## src/logic/xte_pkg.sv

```systemverilog
// Package for the exclusive-OR and port direction load executor.
// Assumes a 12-bit instruction word and an 8-bit data path.
package xte_pkg;
	localparam int          DATA_W       = 8;
	localparam int          INSTR_W      = 12;
	localparam int          FADDR_W      = 5;
	localparam int          NUM_FREG     = 32;
	localparam int          NUM_DIR      = 3;
	localparam int          DIR_SEL_W    = 3;
	localparam logic [11:0] OPC_DIR_MASK = 12'hff8;
	localparam logic [11:0] OPC_DIR_VAL  = 12'h000;
	localparam logic [2:0]  DIR_SEL_MIN  = 3'h5;
	localparam logic [2:0]  DIR_SEL_MAX  = 3'h7;
	localparam logic [11:0] OPC_LIT_MASK = 12'hf00;
	localparam logic [11:0] OPC_LIT_VAL  = 12'hf00;
	localparam logic [11:0] OPC_REG_MASK = 12'hfc0;
	localparam logic [11:0] OPC_REG_VAL  = 12'h180;
	localparam int          DEST_BIT     = 5;
	localparam logic [7:0]  W_RESET      = 8'h00;
	localparam logic [7:0]  DIR_RESET    = 8'hff;
	localparam logic [7:0]  FREG_RESET   = 8'h00;
	localparam int          APB_AW       = 12;
	// Register byte addresses
	localparam logic [11:0] A_INSTR      = 12'h000;
	localparam logic [11:0] A_WREG       = 12'h004;
	localparam logic [11:0] A_STATUS     = 12'h008;
	localparam logic [11:0] A_DIR0       = 12'h00c;
	localparam logic [11:0] A_FREG_BASE  = 12'h080;
	localparam logic [11:0] A_FREG_MASK  = 12'hf80;
	localparam logic [11:0] A_DIR1       = 12'h010;
	localparam logic [11:0] A_DIR2       = 12'h014;
	localparam int          WORD_LSB     = 2;
	localparam logic [1:0]  ALIGN_OK     = 2'h0;
	localparam int          ZERO_BIT     = 0;
	localparam logic [31:0] RDATA_RESET  = 32'h0;

	typedef struct packed {
		logic              psel;
		logic              penable;
		logic              pwrite;
		logic [APB_AW-1:0] paddr;
		logic [31:0]       pwdata;
	} xte_apb_req_t;

	typedef struct packed {
		logic        pready;
		logic        pslverr;
		logic [31:0] prdata;
	} xte_apb_rsp_t;

	typedef struct packed {
		logic                 dir_load;
		logic                 lit_xor;
		logic                 reg_xor;
		logic [DIR_SEL_W-1:0] dir_sel;
		logic [DATA_W-1:0]    literal;
		logic [FADDR_W-1:0]   faddr;
		logic                 to_freg;
	} xte_dec_t;
endpackage : xte_pkg

```

## src/logic/xte_exec.sv

```systemverilog
// Executor for port direction load and two exclusive-OR instructions.
// Assumes an APB master writes instruction words and inspects state.
// Function
// RULE1: Direction-load opcode copies working register into direction register 5, 6 or 7.
// RULE2: Literal exclusive-OR opcode XORs working register with 8-bit literal.
// RULE3: Literal result goes to working register; only zero flag changes.
// RULE4: Register exclusive-OR XORs working register with file register 0..31; zero flag only.
// RULE5: Destination bit 0 writes working register, 1 writes the file register.
// RULE6: Zero flag set on zero result; each instruction completes in one cycle.
//
// Design decisions made here: the register addresses and the APB register port.
`timescale 1ns/1ps
module xte_exec #(
	parameter int NREG = xte_pkg::NUM_FREG
) (
	input  wire logic                pclk,
	input  wire logic                presetn,
	input  wire logic                psel,
	input  wire logic                penable,
	input  wire logic                pwrite,
	input  wire logic [xte_pkg::APB_AW-1:0] paddr,
	input  wire logic [31:0]         pwdata,
	output logic                     pready,
	output logic                     pslverr,
	output logic [31:0]              prdata,
	output logic [xte_pkg::DATA_W-1:0] port_dir_a,
	output logic [xte_pkg::DATA_W-1:0] port_dir_b,
	output logic [xte_pkg::DATA_W-1:0] port_dir_c,
	output logic                     zero_flag,
	output logic                     exec_done
);
	import xte_pkg::*;

	typedef struct packed {
		logic [DATA_W-1:0]              w;
		logic [NUM_DIR-1:0][DATA_W-1:0] dir;
		logic [NREG-1:0][DATA_W-1:0]    freg;
		logic                           z;
		logic                           done;
		logic [31:0]                    rdata;
	} xte_state_t;

	typedef enum logic [3:0] {
		OP_NONE = 4'h1,
		OP_DIR  = 4'h2,
		OP_LIT  = 4'h4,
		OP_REG  = 4'h8
	} xte_op_t;

	xte_state_t        st_reg;
	xte_state_t        st_next;
	xte_apb_req_t      req;
	xte_dec_t          dec;
	logic [INSTR_W-1:0] instr;
	logic              wr_en;
	logic              rd_en;
	logic              addr_ok;
	logic              is_freg;
	logic [FADDR_W-1:0] fidx;
	logic [DATA_W-1:0] result;
	logic [DATA_W-1:0] operand;
	logic [1:0]        dir_idx;

	logic               acc_phase;
	logic               setup_phase;
	logic               hit_instr;
	logic               hit_wreg;
	logic               hit_status;
	logic [NUM_DIR-1:0] hit_dir;
	logic               freg_in_range;
	logic               instr_wr;
	logic               wreg_wr;
	logic               freg_wr;

	logic [NREG-1:0]    freg_we;
	logic [NREG-1:0]    freg_rd_sel;
	logic [NREG-1:0]    freg_op_sel;
	logic [DATA_W-1:0]  freg_rd_val;
	logic [DATA_W-1:0]  dir_rd_val;
	logic [31:0]        rd_word;

	xte_op_t            op_kind;
	logic [DATA_W-1:0]  freg_operand;
	logic [DATA_W-1:0]  w_exec;
	logic [DATA_W-1:0]  freg_exec;
	logic               w_exec_we;
	logic               freg_exec_we;
	logic               dir_exec_we;
	logic [NUM_DIR-1:0] dir_we;
	logic               z_exec_we;
	logic               z_result;

	assign req = '{psel: psel, penable: penable, pwrite: pwrite, paddr: paddr,
		pwdata: pwdata};

	// No wait states; every access ends in its first access cycle
	assign acc_phase   = req.psel && req.penable;
	assign setup_phase = req.psel && !req.penable;
	assign wr_en   = acc_phase && req.pwrite;
	assign rd_en   = setup_phase && !req.pwrite;
	assign instr   = req.pwdata[INSTR_W-1:0];
	assign is_freg = ((req.paddr & A_FREG_MASK) == A_FREG_BASE);
	assign fidx    = req.paddr[FADDR_W+WORD_LSB-1:WORD_LSB];

	// Exact-match decode; misaligned words hit nothing and are refused
	assign hit_instr     = (req.paddr == A_INSTR);
	assign hit_wreg      = (req.paddr == A_WREG);
	assign hit_status    = (req.paddr == A_STATUS);
	assign hit_dir[0]    = (req.paddr == A_DIR0);
	assign hit_dir[1]    = (req.paddr == A_DIR1);
	assign hit_dir[2]    = (req.paddr == A_DIR2);

	assign freg_in_range = is_freg && (req.paddr[WORD_LSB-1:0] == ALIGN_OK)
		&& (32'(fidx) < NREG);
	assign addr_ok       = hit_instr || hit_wreg || hit_status || (|hit_dir)
		|| freg_in_range;

	assign instr_wr = wr_en && hit_instr;
	assign wreg_wr  = wr_en && hit_wreg;
	assign freg_wr  = wr_en && freg_in_range;

	// One write strobe and two selects per file register
	for (genvar g = 0; g < NREG; g++) begin : g_freg
		assign freg_we[g]     = freg_wr && (fidx == FADDR_W'(g));
		assign freg_rd_sel[g] = freg_in_range && (fidx == FADDR_W'(g));
		assign freg_op_sel[g] = (dec.faddr == FADDR_W'(g));
	end

	always_comb begin
		freg_rd_val = '0;
		for (int i = 0; i < NREG; i++) begin
			if (freg_rd_sel[i]) begin
				freg_rd_val = st_reg.freg[i];
			end
		end
	end

	always_comb begin
		dir_rd_val = '0;
		for (int i = 0; i < NUM_DIR; i++) begin
			if (hit_dir[i]) begin
				dir_rd_val = st_reg.dir[i];
			end
		end
	end

	xte_decode xte_decode_i (
		.instr (instr),
		.dec   (dec)
	);

	// Register operand read and both results formed in the same cycle
	always_comb begin
		freg_operand = '0;
		for (int i = 0; i < NREG; i++) begin
			if (freg_op_sel[i]) begin
				freg_operand = st_reg.freg[i];
			end
		end
	end
	assign operand = dec.lit_xor ? dec.literal : freg_operand;            // see RULE4
	assign result  = st_reg.w ^ operand;                                  // see RULE2
	assign dir_idx = 2'(dec.dir_sel - DIR_SEL_MIN);

	// Zero detect kept bitwise so the flag follows the data width
	always_comb begin
		z_result = 1'b1;
		for (int b = 0; b < DATA_W; b++) begin
			if (result[b]) begin
				z_result = 1'b0;                                      // see RULE6
			end
		end
	end

	always_comb begin
		op_kind = OP_NONE;
		if (instr_wr && dec.dir_load) begin
			op_kind = OP_DIR;                                         // see RULE1
		end else if (instr_wr && dec.lit_xor) begin
			op_kind = OP_LIT;                                         // see RULE2
		end else if (instr_wr && dec.reg_xor) begin
			op_kind = OP_REG;                                         // see RULE4
		end
	end

	// Each instruction resolves to write enables for this one cycle
	always_comb begin
		w_exec       = st_reg.w;
		freg_exec    = freg_operand;
		w_exec_we    = 1'b0;
		freg_exec_we = 1'b0;
		dir_exec_we  = 1'b0;
		z_exec_we    = 1'b0;
		unique case (op_kind)
			OP_DIR: begin
				dir_exec_we  = 1'b1;                                  // see RULE1
			end
			OP_LIT: begin
				w_exec       = result;                                // see RULE3
				w_exec_we    = 1'b1;                                  // see RULE3
				z_exec_we    = 1'b1;                                  // see RULE3
			end
			OP_REG: begin
				w_exec       = result;
				freg_exec    = result;
				w_exec_we    = !dec.to_freg;                          // see RULE5
				freg_exec_we = dec.to_freg;                           // see RULE5
				z_exec_we    = 1'b1;                                  // see RULE4
			end
			OP_NONE: begin
				dir_exec_we  = 1'b0;
			end
		endcase
	end

	// One load strobe per direction register
	for (genvar d = 0; d < NUM_DIR; d++) begin : g_dir
		assign dir_we[d] = dir_exec_we && (dir_idx == 2'(d));         // see RULE1
	end

	// Read word formed in the setup cycle; upper bits read as zero
	always_comb begin
		rd_word = RDATA_RESET;
		if (hit_wreg) begin
			rd_word[DATA_W-1:0] = st_reg.w;
		end else if (hit_status) begin
			rd_word[ZERO_BIT] = st_reg.z;
		end else if (|hit_dir) begin
			rd_word[DATA_W-1:0] = dir_rd_val;
		end else if (freg_in_range) begin
			rd_word[DATA_W-1:0] = freg_rd_val;
		end
	end

	always_comb begin
		st_next      = st_reg;
		// Single write executes the whole instruction
		st_next.done = instr_wr;                                    // see RULE6

		// Working register: instruction result or direct bus write
		if (w_exec_we) begin
			st_next.w = w_exec;                                     // see RULE3
		end else if (wreg_wr) begin
			st_next.w = req.pwdata[DATA_W-1:0];
		end

		if (z_exec_we) begin
			st_next.z = z_result;                                   // see RULE6
		end

		for (int d = 0; d < NUM_DIR; d++) begin
			if (dir_we[d]) begin
				st_next.dir[d] = st_reg.w;                          // see RULE1
			end
		end

		// File registers: instruction destination or direct bus write
		for (int i = 0; i < NREG; i++) begin
			if (freg_exec_we && freg_op_sel[i]) begin
				st_next.freg[i] = freg_exec;                        // see RULE5
			end else if (freg_we[i]) begin
				st_next.freg[i] = req.pwdata[DATA_W-1:0];
			end
		end

		if (rd_en) begin
			st_next.rdata = rd_word;
		end
	end

	always_ff @(posedge pclk or negedge presetn) begin
		if (!presetn) begin
			st_reg.w     <= W_RESET;
			for (int d = 0; d < NUM_DIR; d++) begin
				st_reg.dir[d] <= DIR_RESET;
			end
			for (int i = 0; i < NREG; i++) begin
				st_reg.freg[i] <= FREG_RESET;
			end
			st_reg.z     <= 1'b0;
			st_reg.done  <= 1'b0;
			st_reg.rdata <= RDATA_RESET;
		end else begin
			st_reg <= st_next;
		end
	end

	// Zero wait states: every access phase completes at once
	assign pready     = 1'b1;
	assign pslverr    = acc_phase && !addr_ok;
	assign prdata     = st_reg.rdata;
	assign port_dir_a = st_reg.dir[0];
	assign port_dir_b = st_reg.dir[1];
	assign port_dir_c = st_reg.dir[2];
	assign zero_flag  = st_reg.z;
	assign exec_done  = st_reg.done;
endmodule : xte_exec

```

## src/logic/xte_decode.sv

```systemverilog
// Opcode decoder for the three executed instructions.
// Assumes a 12-bit instruction word; purely combinational.
`timescale 1ns/1ps
module xte_decode (
	input  wire logic [xte_pkg::INSTR_W-1:0] instr,
	output xte_pkg::xte_dec_t                dec
);
	import xte_pkg::*;

	logic dir_hit;

	// Reserved selects 0..4 decode as no operation
	assign dir_hit = ((instr & OPC_DIR_MASK) == OPC_DIR_VAL)
		&& (instr[DIR_SEL_W-1:0] >= DIR_SEL_MIN)
		&& (instr[DIR_SEL_W-1:0] <= DIR_SEL_MAX);          // see RULE1

	always_comb begin
		dec.dir_load = dir_hit;                                  // see RULE1
		dec.lit_xor  = ((instr & OPC_LIT_MASK) == OPC_LIT_VAL);  // see RULE2
		dec.reg_xor  = ((instr & OPC_REG_MASK) == OPC_REG_VAL);  // see RULE4
		dec.dir_sel  = instr[DIR_SEL_W-1:0];
		dec.literal  = instr[DATA_W-1:0];
		dec.faddr    = instr[FADDR_W-1:0];
		dec.to_freg  = instr[DEST_BIT];                          // see RULE5
	end
endmodule : xte_decode

```

## config.mk

```make
export PLATFORM = sky130hd
export DESIGN_NAME = xte_exec
export DESIGN_NICKNAME = d
export VERILOG_FILES = /design/src/logic/xte_pkg.sv /design/src/logic/xte_exec.sv /design/src/logic/xte_decode.sv
export SDC_FILE = /design/constraint.sdc
export NUM_CORES = 1
export LEC_CHECK = 0
export ABC_AREA = 1
export BUFFER_PORTS_ARGS = -buffer_cell sky130_fd_sc_hd__buf_2
export CAP_MARGIN = 20
export CORE_ASPECT_RATIO = 1.75
export CORE_UTILIZATION = 38
export CTS_CLUSTER_SIZE = 10
export DETAILED_ROUTE_END_ITERATION = 8
export GPL_TIMING_DRIVEN = 0
export PLACE_DENSITY = 0.58
export SKIP_LAST_GASP = 1
export SYNTH_ARGS = -nofsm -noshare
export SYNTH_HDL_FRONTEND = slang
export SYNTH_SLANG_ARGS = --single-unit
```

## constraint.sdc

```tcl
create_clock -name pclk -period 2.4 [get_ports pclk]
set_input_delay 0.12 -clock pclk [delete_from_list [all_inputs] [get_ports pclk]]
set_output_delay 0.12 -clock pclk [all_outputs]
set_load 0.02 [all_outputs]
```

==> metrics.cfg, run 1 <==
[timing]
drv_slew=0
maxClockFrequency_mhz=261
fin_crit_ps=3830
hold_viol_final=0
worst_slew_pin_slew_ps=1260
rsz0062_at_grt=yes
worst_slack_ps=-1430
setup_viol=286
fin_crit_sh_pct=160
finalClockSkew_ps=28.8
max_slew_margin_pct=16.3

[placed_design]
dp_hpwl_um=88900
dp.cells=3864
gp_congestion=1.03
io_buffers=61

[clocking]
h-tree-depth=2
cts_tree=built
root_buffer=clkbuf_16
insertion_delay_ps=600
clk_pin_slew_ps=60
cts.sinks=298
cts_made_buffers=37
clk_path_buf_depth=3

[synthesis]
synth_flop_cell=dfrtp_1
synth_area_leader_cell=dfrtp_1
synth-seq-area-share_pct=37.2
avgSynthCellArea_um2=6.54
synth_cells=3080
synth.area.top_cells=dfrtp_1 34%, nand2_1 19%, inv_1 7.7%
ys_ff_latch=298
ys_warn_count=0
synth_top_area_share_pct=34.0
synth_edf_count=0
synth.cell_area_um2=20200
synthArstFlopShare_pct=100
ys_types=42

[hold_path]
holdPathStages=6
worstHoldStart=pwdata[1]
hp-class=in2reg
whs_endpoint=st_reg[246]$_DFFE_PN0P_

[floorplan]
die_h_um=307
row_count=111
die_area_um2=54000
ios=109
fp.dieW_um=176
start_util_pct=38.5
core_region_area_um2=52400

[power]
irDropWorstVdd_uv=489
power_density_nw_per_um2=510
p_leak_nw=11.8

[finish]
final_cells=4021
final_core_util_pct=48.6
syn_to_final_growth_pct=26.4
drive_above_1_share_pct=19.1
largest_reg_flops=264
fillers=5447
fin_nets=3374

[grt]
grt_usage_pct=45.4
grt-ovfl-total=0
grt_max_degree=104
antenna_found_initial=5
grt_pass1_wl_um=171000
grt_pass1_vias=23700

[setup_path]
critPathSlowestCell=dfrtp_1
crit_type=reg2reg
slowest_delay_ps=420
rrSetupSlack_ps=-1430
reg2reg_depth=35
cp_data_arrival_time_ps=4310
cp.required_ps=2870
rr_startpoint=st_reg[53]$_DFFE_PN0P_
critPathCaptureType=flip-flop
cp_common_cell=nand2_1
cp-start-kind=flip-flop
rr_endpoint=st_reg[77]$_DFFE_PN0P_
cp_max_fo=7

[detailed_routing]
num_vias=24100
vias_per_cell=6.00
first_iter_violations=2629
top_layer_used=met4
first_pass_iters=5
route.met2.wl_um=55800
drt-met1-wl_um=40200
antenna_left=0
drc=0
wl_met3_um=11000
routedWlPerCell_um=30.4
drt-total-wl_um=122000

[flow_run]
maxCapViolCount=0

[run_status]
status=finished with violations
violations=negative setup slack

[layout by cell type, fill, tap and decap left out, types with 10 or more instances in the layout]
cell	netlist	final
conb_1	2	25
o21ai_0	186	165
nand2_1	1013	938
nor2_2	14	23
o221ai_1	32	26
clkbuf_1	55	57
buf_16	0	14
a22oi_1	62	62
nand3_2	4	55
inv_1	411	403
o211ai_1	32	32
nor3_2	1	13
nor2_4	6	28
buf_4	64	114
buf_8	0	21
nand3_1	179	118
nand3_4	0	10
nand4_1	104	104
buf_6	3	24
o21ai_1	47	63
nor2_1	268	237
nand2_2	9	65
inv_2	15	18
buf_12	0	24
nand2_4	0	13
o22ai_1	21	20
clkbuf_16	0	41
buf_2	21	67
o21bai_1	13	13
or2_2	23	23
dfstp_2	24	24
nor3_1	44	31
dfrtp_1	274	270
a21oi_1	108	100
o21ai_2	5	10
[worst max-delay path: cells and delay by family, from the launching register on]
kind / cells / cell delay [ps]
and+or+nand+nor: 32 / 2890
DFF: 1 / 420
buffers and inverters: 3 / 380
[final cells by class]
| class | count | area, um^2 | share of cell area, % |
|---|---|---|---|
| Timing Repair Buffer | 183 | 1870 | 7.36 |
| Sequential cell | 298 | 7490 | 29.4 |
| Buffer | 146 | 1160 | 4.55 |
| Multi-Input combinational cell | 2228 | 11400 | 44.9 |
| Tap cell | 678 | 848 | 3.33 |
| Inverter | 431 | 1640 | 6.45 |
| Clock buffer | 50 | 995 | 3.91 |
| Clock inverter | 3 | 15.0 | 0.0590 |
| Antenna cell | 4 | 10.0 | 0.0393 |
[per-layer routing]
metal	global-route usage, %	vias to the layer above
met4	45.3	0
met5	0	-
met1	46.9	11500
met2	73.0	1547
li1	-	10400
met3	12.0	659
[synth_stat cells (all sizes together) (4+ instances only)]
| cell type | count |
|---|---|
| nand2 | 1022 |
| inv | 426 |
| nor2 | 288 |
| dfrtp | 274 |
| o21ai | 238 |
| nand3 | 183 |
| a21oi | 108 |
| nand4 | 104 |
| buf | 91 |
| a22oi | 62 |
| clkbuf | 56 |
| nor3 | 45 |
| o211ai | 32 |
| o221ai | 32 |
| or2 | 29 |
| dfstp | 24 |
| o22ai | 21 |
| o21bai | 18 |
| o2111ai | 6 |
| a31oi | 5 |
| clkinv | 5 |
| nand3b | 4 |
[worst max-delay path by stage]
stage                                      start                       to  slack, ps
after floorplan                        pwdata[1]  st_reg[285]$_DFFE_PN0P_       -300
final                     st_reg[53]$_DFFE_PN0P_   st_reg[77]$_DFFE_PN0P_      -1430
after detailed placement               pwdata[3]  st_reg[281]$_DFFE_PN0P_      -2820
after global placement                   presetn    prdata[6]$_DFFE_PN0P_      -5140
after CTS                 st_reg[53]$_DFFE_PN0P_   st_reg[77]$_DFFE_PN0P_      -1410
after global routing      st_reg[53]$_DFFE_PN0P_  st_reg[109]$_DFFE_PN0P_      -1540
[logic make-up after synthesis]
group,after synthesis,share of synthesized area (%)
and+or+nand+nor,1676,35.0
buffers and inverters,578,12.2
AOI/OAI and AO/OA,524,15.5
DFF,298,37.2
muxes,2,0.0993
other,2,0.0373
[report_power, final]
group / internal (W) / leakage, nW / switching [W]
Clock: 0.00286 / 0.495 / 0.00246
Sequential: 0.00505 / 3.65 / 0.0000194
Combinational: 0.000807 / 7.62 / 0.00178
Total: 0.00872 / 11.8 / 0.00426
[per-stage QoR]
| stage | power, W | setup slack (ps) | cell area [um^2] | hold slack, ps | TNS (ps) |
|---|---|---|---|---|---|
| after global placement | 0.00685 | -5140 | 21600 | 435 | -2087110 |
| after global routing | 0.0132 | -1540 | 25500 | 98.4 | -375150 |
| after floorplan | 0.00591 | -304 | 20500 | -176 | -37120 |
| final | 0.0130 | -1430 | 25500 | 73.0 | -329450 |
| after CTS | 0.0128 | -1410 | 25100 | 67.3 | -304690 |
| after detailed placement | 0.00690 | -2820 | 22000 | 268 | -601900 |
[timing repair]
action                                 4_1_cts  5_1_grt
setup endpoints to repair                  298      298
gates resized for setup                    289       69
gates cloned                                12        1
endpoints found under the hold margin      105        0
hold buffers                                 4        0
buffers inserted                            71       11
pin swaps                                  105       49
Power figures use the tool's default switching activity.
==> run 2: changes to the inputs <==
--- a/config.mk
+++ b/config.mk
@@ -6,14 +6,14 @@
 export NUM_CORES = 1
 export LEC_CHECK = 0
 export ABC_AREA = 1
-export BUFFER_PORTS_ARGS = -buffer_cell sky130_fd_sc_hd__buf_2
 export CAP_MARGIN = 20
 export CORE_ASPECT_RATIO = 1.75
 export CORE_UTILIZATION = 38
 export CTS_CLUSTER_SIZE = 10
 export DETAILED_ROUTE_END_ITERATION = 8
+export DONT_BUFFER_PORTS = 1
 export GPL_TIMING_DRIVEN = 0
-export PLACE_DENSITY = 0.58
+export PLACE_DENSITY = 0.56
 export SKIP_LAST_GASP = 1
 export SYNTH_ARGS = -nofsm -noshare
 export SYNTH_HDL_FRONTEND = slang
==> metrics.cfg, run 2 (synthesis results as in run 1) <==
[timing]
fin_crit_ps=3790  ; was 3830 ps
finalClockSkew_ps=23.2  ; was 28.8 ps
worst_slew_pin_slew_ps=1520  ; was 1260 ps
drv_slew=21  ; was 0
rsz0062_at_grt=yes  ; unchanged
worst_slack_ps=-1390  ; was -1430 ps
maxClockFrequency_mhz=264  ; was 261 MHz
max_slew_margin_pct=-1.20  ; was 16.3%
setup_viol=298  ; was 286
hold_viol_final=281  ; was 0
fin_crit_sh_pct=158  ; was 160%
fin_hold_ws_ps=-737  ; was 73.0 ps

[clocking]
h-tree-depth=2  ; unchanged
cts_hold_buf=8  ; was 4
insertion_delay_ps=580  ; was 600 ps
clk_path_buf_depth=3  ; unchanged
clk_pin_slew_ps=60  ; about the same
root_buffer=clkbuf_16  ; unchanged
cts_made_buffers=37  ; unchanged
cts.sinks=298  ; unchanged
cts_tree=built  ; unchanged

[detailed_routing]
vias_per_cell=5.99  ; was 6.00
drt-total-wl_um=121000  ; was 122,000 um
num_vias=23900  ; was 24,100
first_pass_iters=6  ; was 5
routedWlPerCell_um=30.3  ; was 30.4 um
antenna_left=0  ; unchanged
first_iter_violations=2799  ; was 2,629
drc=0  ; unchanged

[floorplan]
row_count=111  ; unchanged
die_h_um=307  ; unchanged
die_area_um2=54000  ; unchanged
ios=109  ; unchanged
fp.dieW_um=176  ; unchanged
start_util_pct=38.5  ; unchanged
core_region_area_um2=52400  ; unchanged

[setup_path]
critical_path.top_delay_family=simple AND/OR/NAND/NOR gates  ; unchanged
cp-startpoint=st_reg[37]$_DFFE_PN0P_  ; was st_reg[53]$_DFFE_PN0P_
cp-start-kind=flip-flop  ; unchanged
cp.required_ps=2840  ; was 2870 ps
path_depth=35  ; unchanged
endpoint=st_reg[189]$_DFFE_PN0P_  ; was st_reg[77]$_DFFE_PN0P_
crit_type=reg2reg  ; unchanged
rrSetupSlack_ps=-1390  ; was -1430 ps
rr_startpoint=st_reg[37]$_DFFE_PN0P_  ; was st_reg[53]$_DFFE_PN0P_
rr_endpoint=st_reg[189]$_DFFE_PN0P_  ; was st_reg[77]$_DFFE_PN0P_
slowest_delay_ps=430  ; was 420 ps
reg2reg_depth=35  ; unchanged
critPathSlowestCell=dfrtp_1  ; unchanged
cp_max_fo=5  ; was 7
critPathCaptureType=flip-flop  ; unchanged
cp_common_cell=nand2_2  ; was nand2_1
cp_data_arrival_time_ps=4230  ; was 4310 ps
cp_num_buf_inv=4  ; was 3

[finish]
fin_nets=3336  ; was 3,374
layout_common_cells=876 x nand2_1, 400 x inv_1, 274 x dfrtp_1, 231 x nor2_1, 123 x buf_4  ; was 938 x nand2_1, 403 x inv_1, 270 x dfrtp_1, 237 x nor2_1, 165 x o21ai_0
drive_above_1_share_pct=23.6  ; was 19.1%
final_common_cell=nand2_1  ; unchanged
largest_reg_flops=264  ; unchanged
syn_to_final_growth_pct=30.3  ; was 26.4%
final_cells=3982  ; was 4,021

[power]
total_power_w=0.0130  ; about the same
power_density_nw_per_um2=496  ; was 510 nW/um^2
p_leak_nw=11.9  ; was 11.8 nW
irDropWorstVdd_uv=495  ; was 489 uV

[grt]
grt_usage_pct=44.8  ; was 45.4%
antenna_found_initial=2  ; was 5
grt_max_degree=299  ; was 104
grt_pass1_wl_um=169000  ; was 171,000 um
grt_pass1_vias=23400  ; was 23,700
grt-ovfl-total=0  ; unchanged

[flow_run]
maxCapViolCount=0  ; unchanged

[placed_design]
place_ws_ps=-2520  ; was -2820 ps
gp_congestion=1.04  ; was 1.03
dp.cells=3798  ; was 3,864
dp_hpwl_um=85800  ; was 88,900 um
io_buffers=0  ; was 61

[run_status]
status=finished with violations  ; unchanged
violations=negative hold slack, max-slew violations, negative setup slack  ; was negative setup slack

[hold_path]
hp-class=in2async  ; was in2reg

-- run 2: cell count changes in the layout (fill, tap and decap cells not counted), sizes merged, moves of 2 or more --
cell / before / now
diode: 4 / 1
dlygate4sd3: 4 / 8
clkbuf: 108 / 112
buf: 267 / 225
clkinv: 8 / 6
-- run 2: through the flow --
step           TNS (ps)  instance area, um^2  util, %  hold slack, ps
2_1_floorplan    -37120                20500        -            -176
3_3_place_gp    -593580                21300     40.8            -167
3_5_place_dp    -587730                21600     41.2            -169
4_1_cts         -312920                25700     49.1            -747
5_1_grt         -365750                26300     50.1            -743
6_report        -327150                26300     50.1            -737
-- run 2: how the worst min path moves through the flow --
stage                              endpoint  slack (ps)  cells after the start
finish              st_reg[164]$_DFFE_PN0P_        -740                      0
global route        st_reg[165]$_DFFE_PN0P_        -740                      0
CTS                  st_reg[95]$_DFFE_PN0P_        -750                      0
detailed placement  st_reg[168]$_DFFE_PN0P_        -170                      0
global placement    st_reg[165]$_DFFE_PN0P_        -170                      0
floorplan               exec_done$_DFF_PN0_        -180                      0
-- run 2: repair_timing --
item                                   4_1_cts  5_1_grt
pin swaps                                  126      111
cloned                                      13        0
setup endpoints to repair                  298      298
buffers inserted                            93       23
endpoints found under the hold margin      316      298
gates resized for setup                    496      148
-- run 2: routing by layer --
metal	up-vias	wire length (um)	track usage (%)
met4	4	15300	44.7
li1	10300	-	-
met5	-	22	0
met2	1546	54400	71.4
met3	641	10700	9.74
met1	11300	40300	48.0
-- run 2: final cells by class --
cell class / count / area, um^2
antenna: 1 / 2.50
buffer: 146 / 1170
clock buffer: 54 / 1050
clock inverter: 1 / 5.00
fill: 5381 / 26100
inverter: 431 / 1650
multi-input combinational: 2228 / 12300
sequential: 298 / 7490
tap: 678 / 848
timing repair buffer: 145 / 1750
-- run 2: where the power goes --
group          switching [W]  internal [W]
registers          0.0000181       0.00505
logic                0.00171      0.000850
clock network        0.00241       0.00299
total                0.00414       0.00889
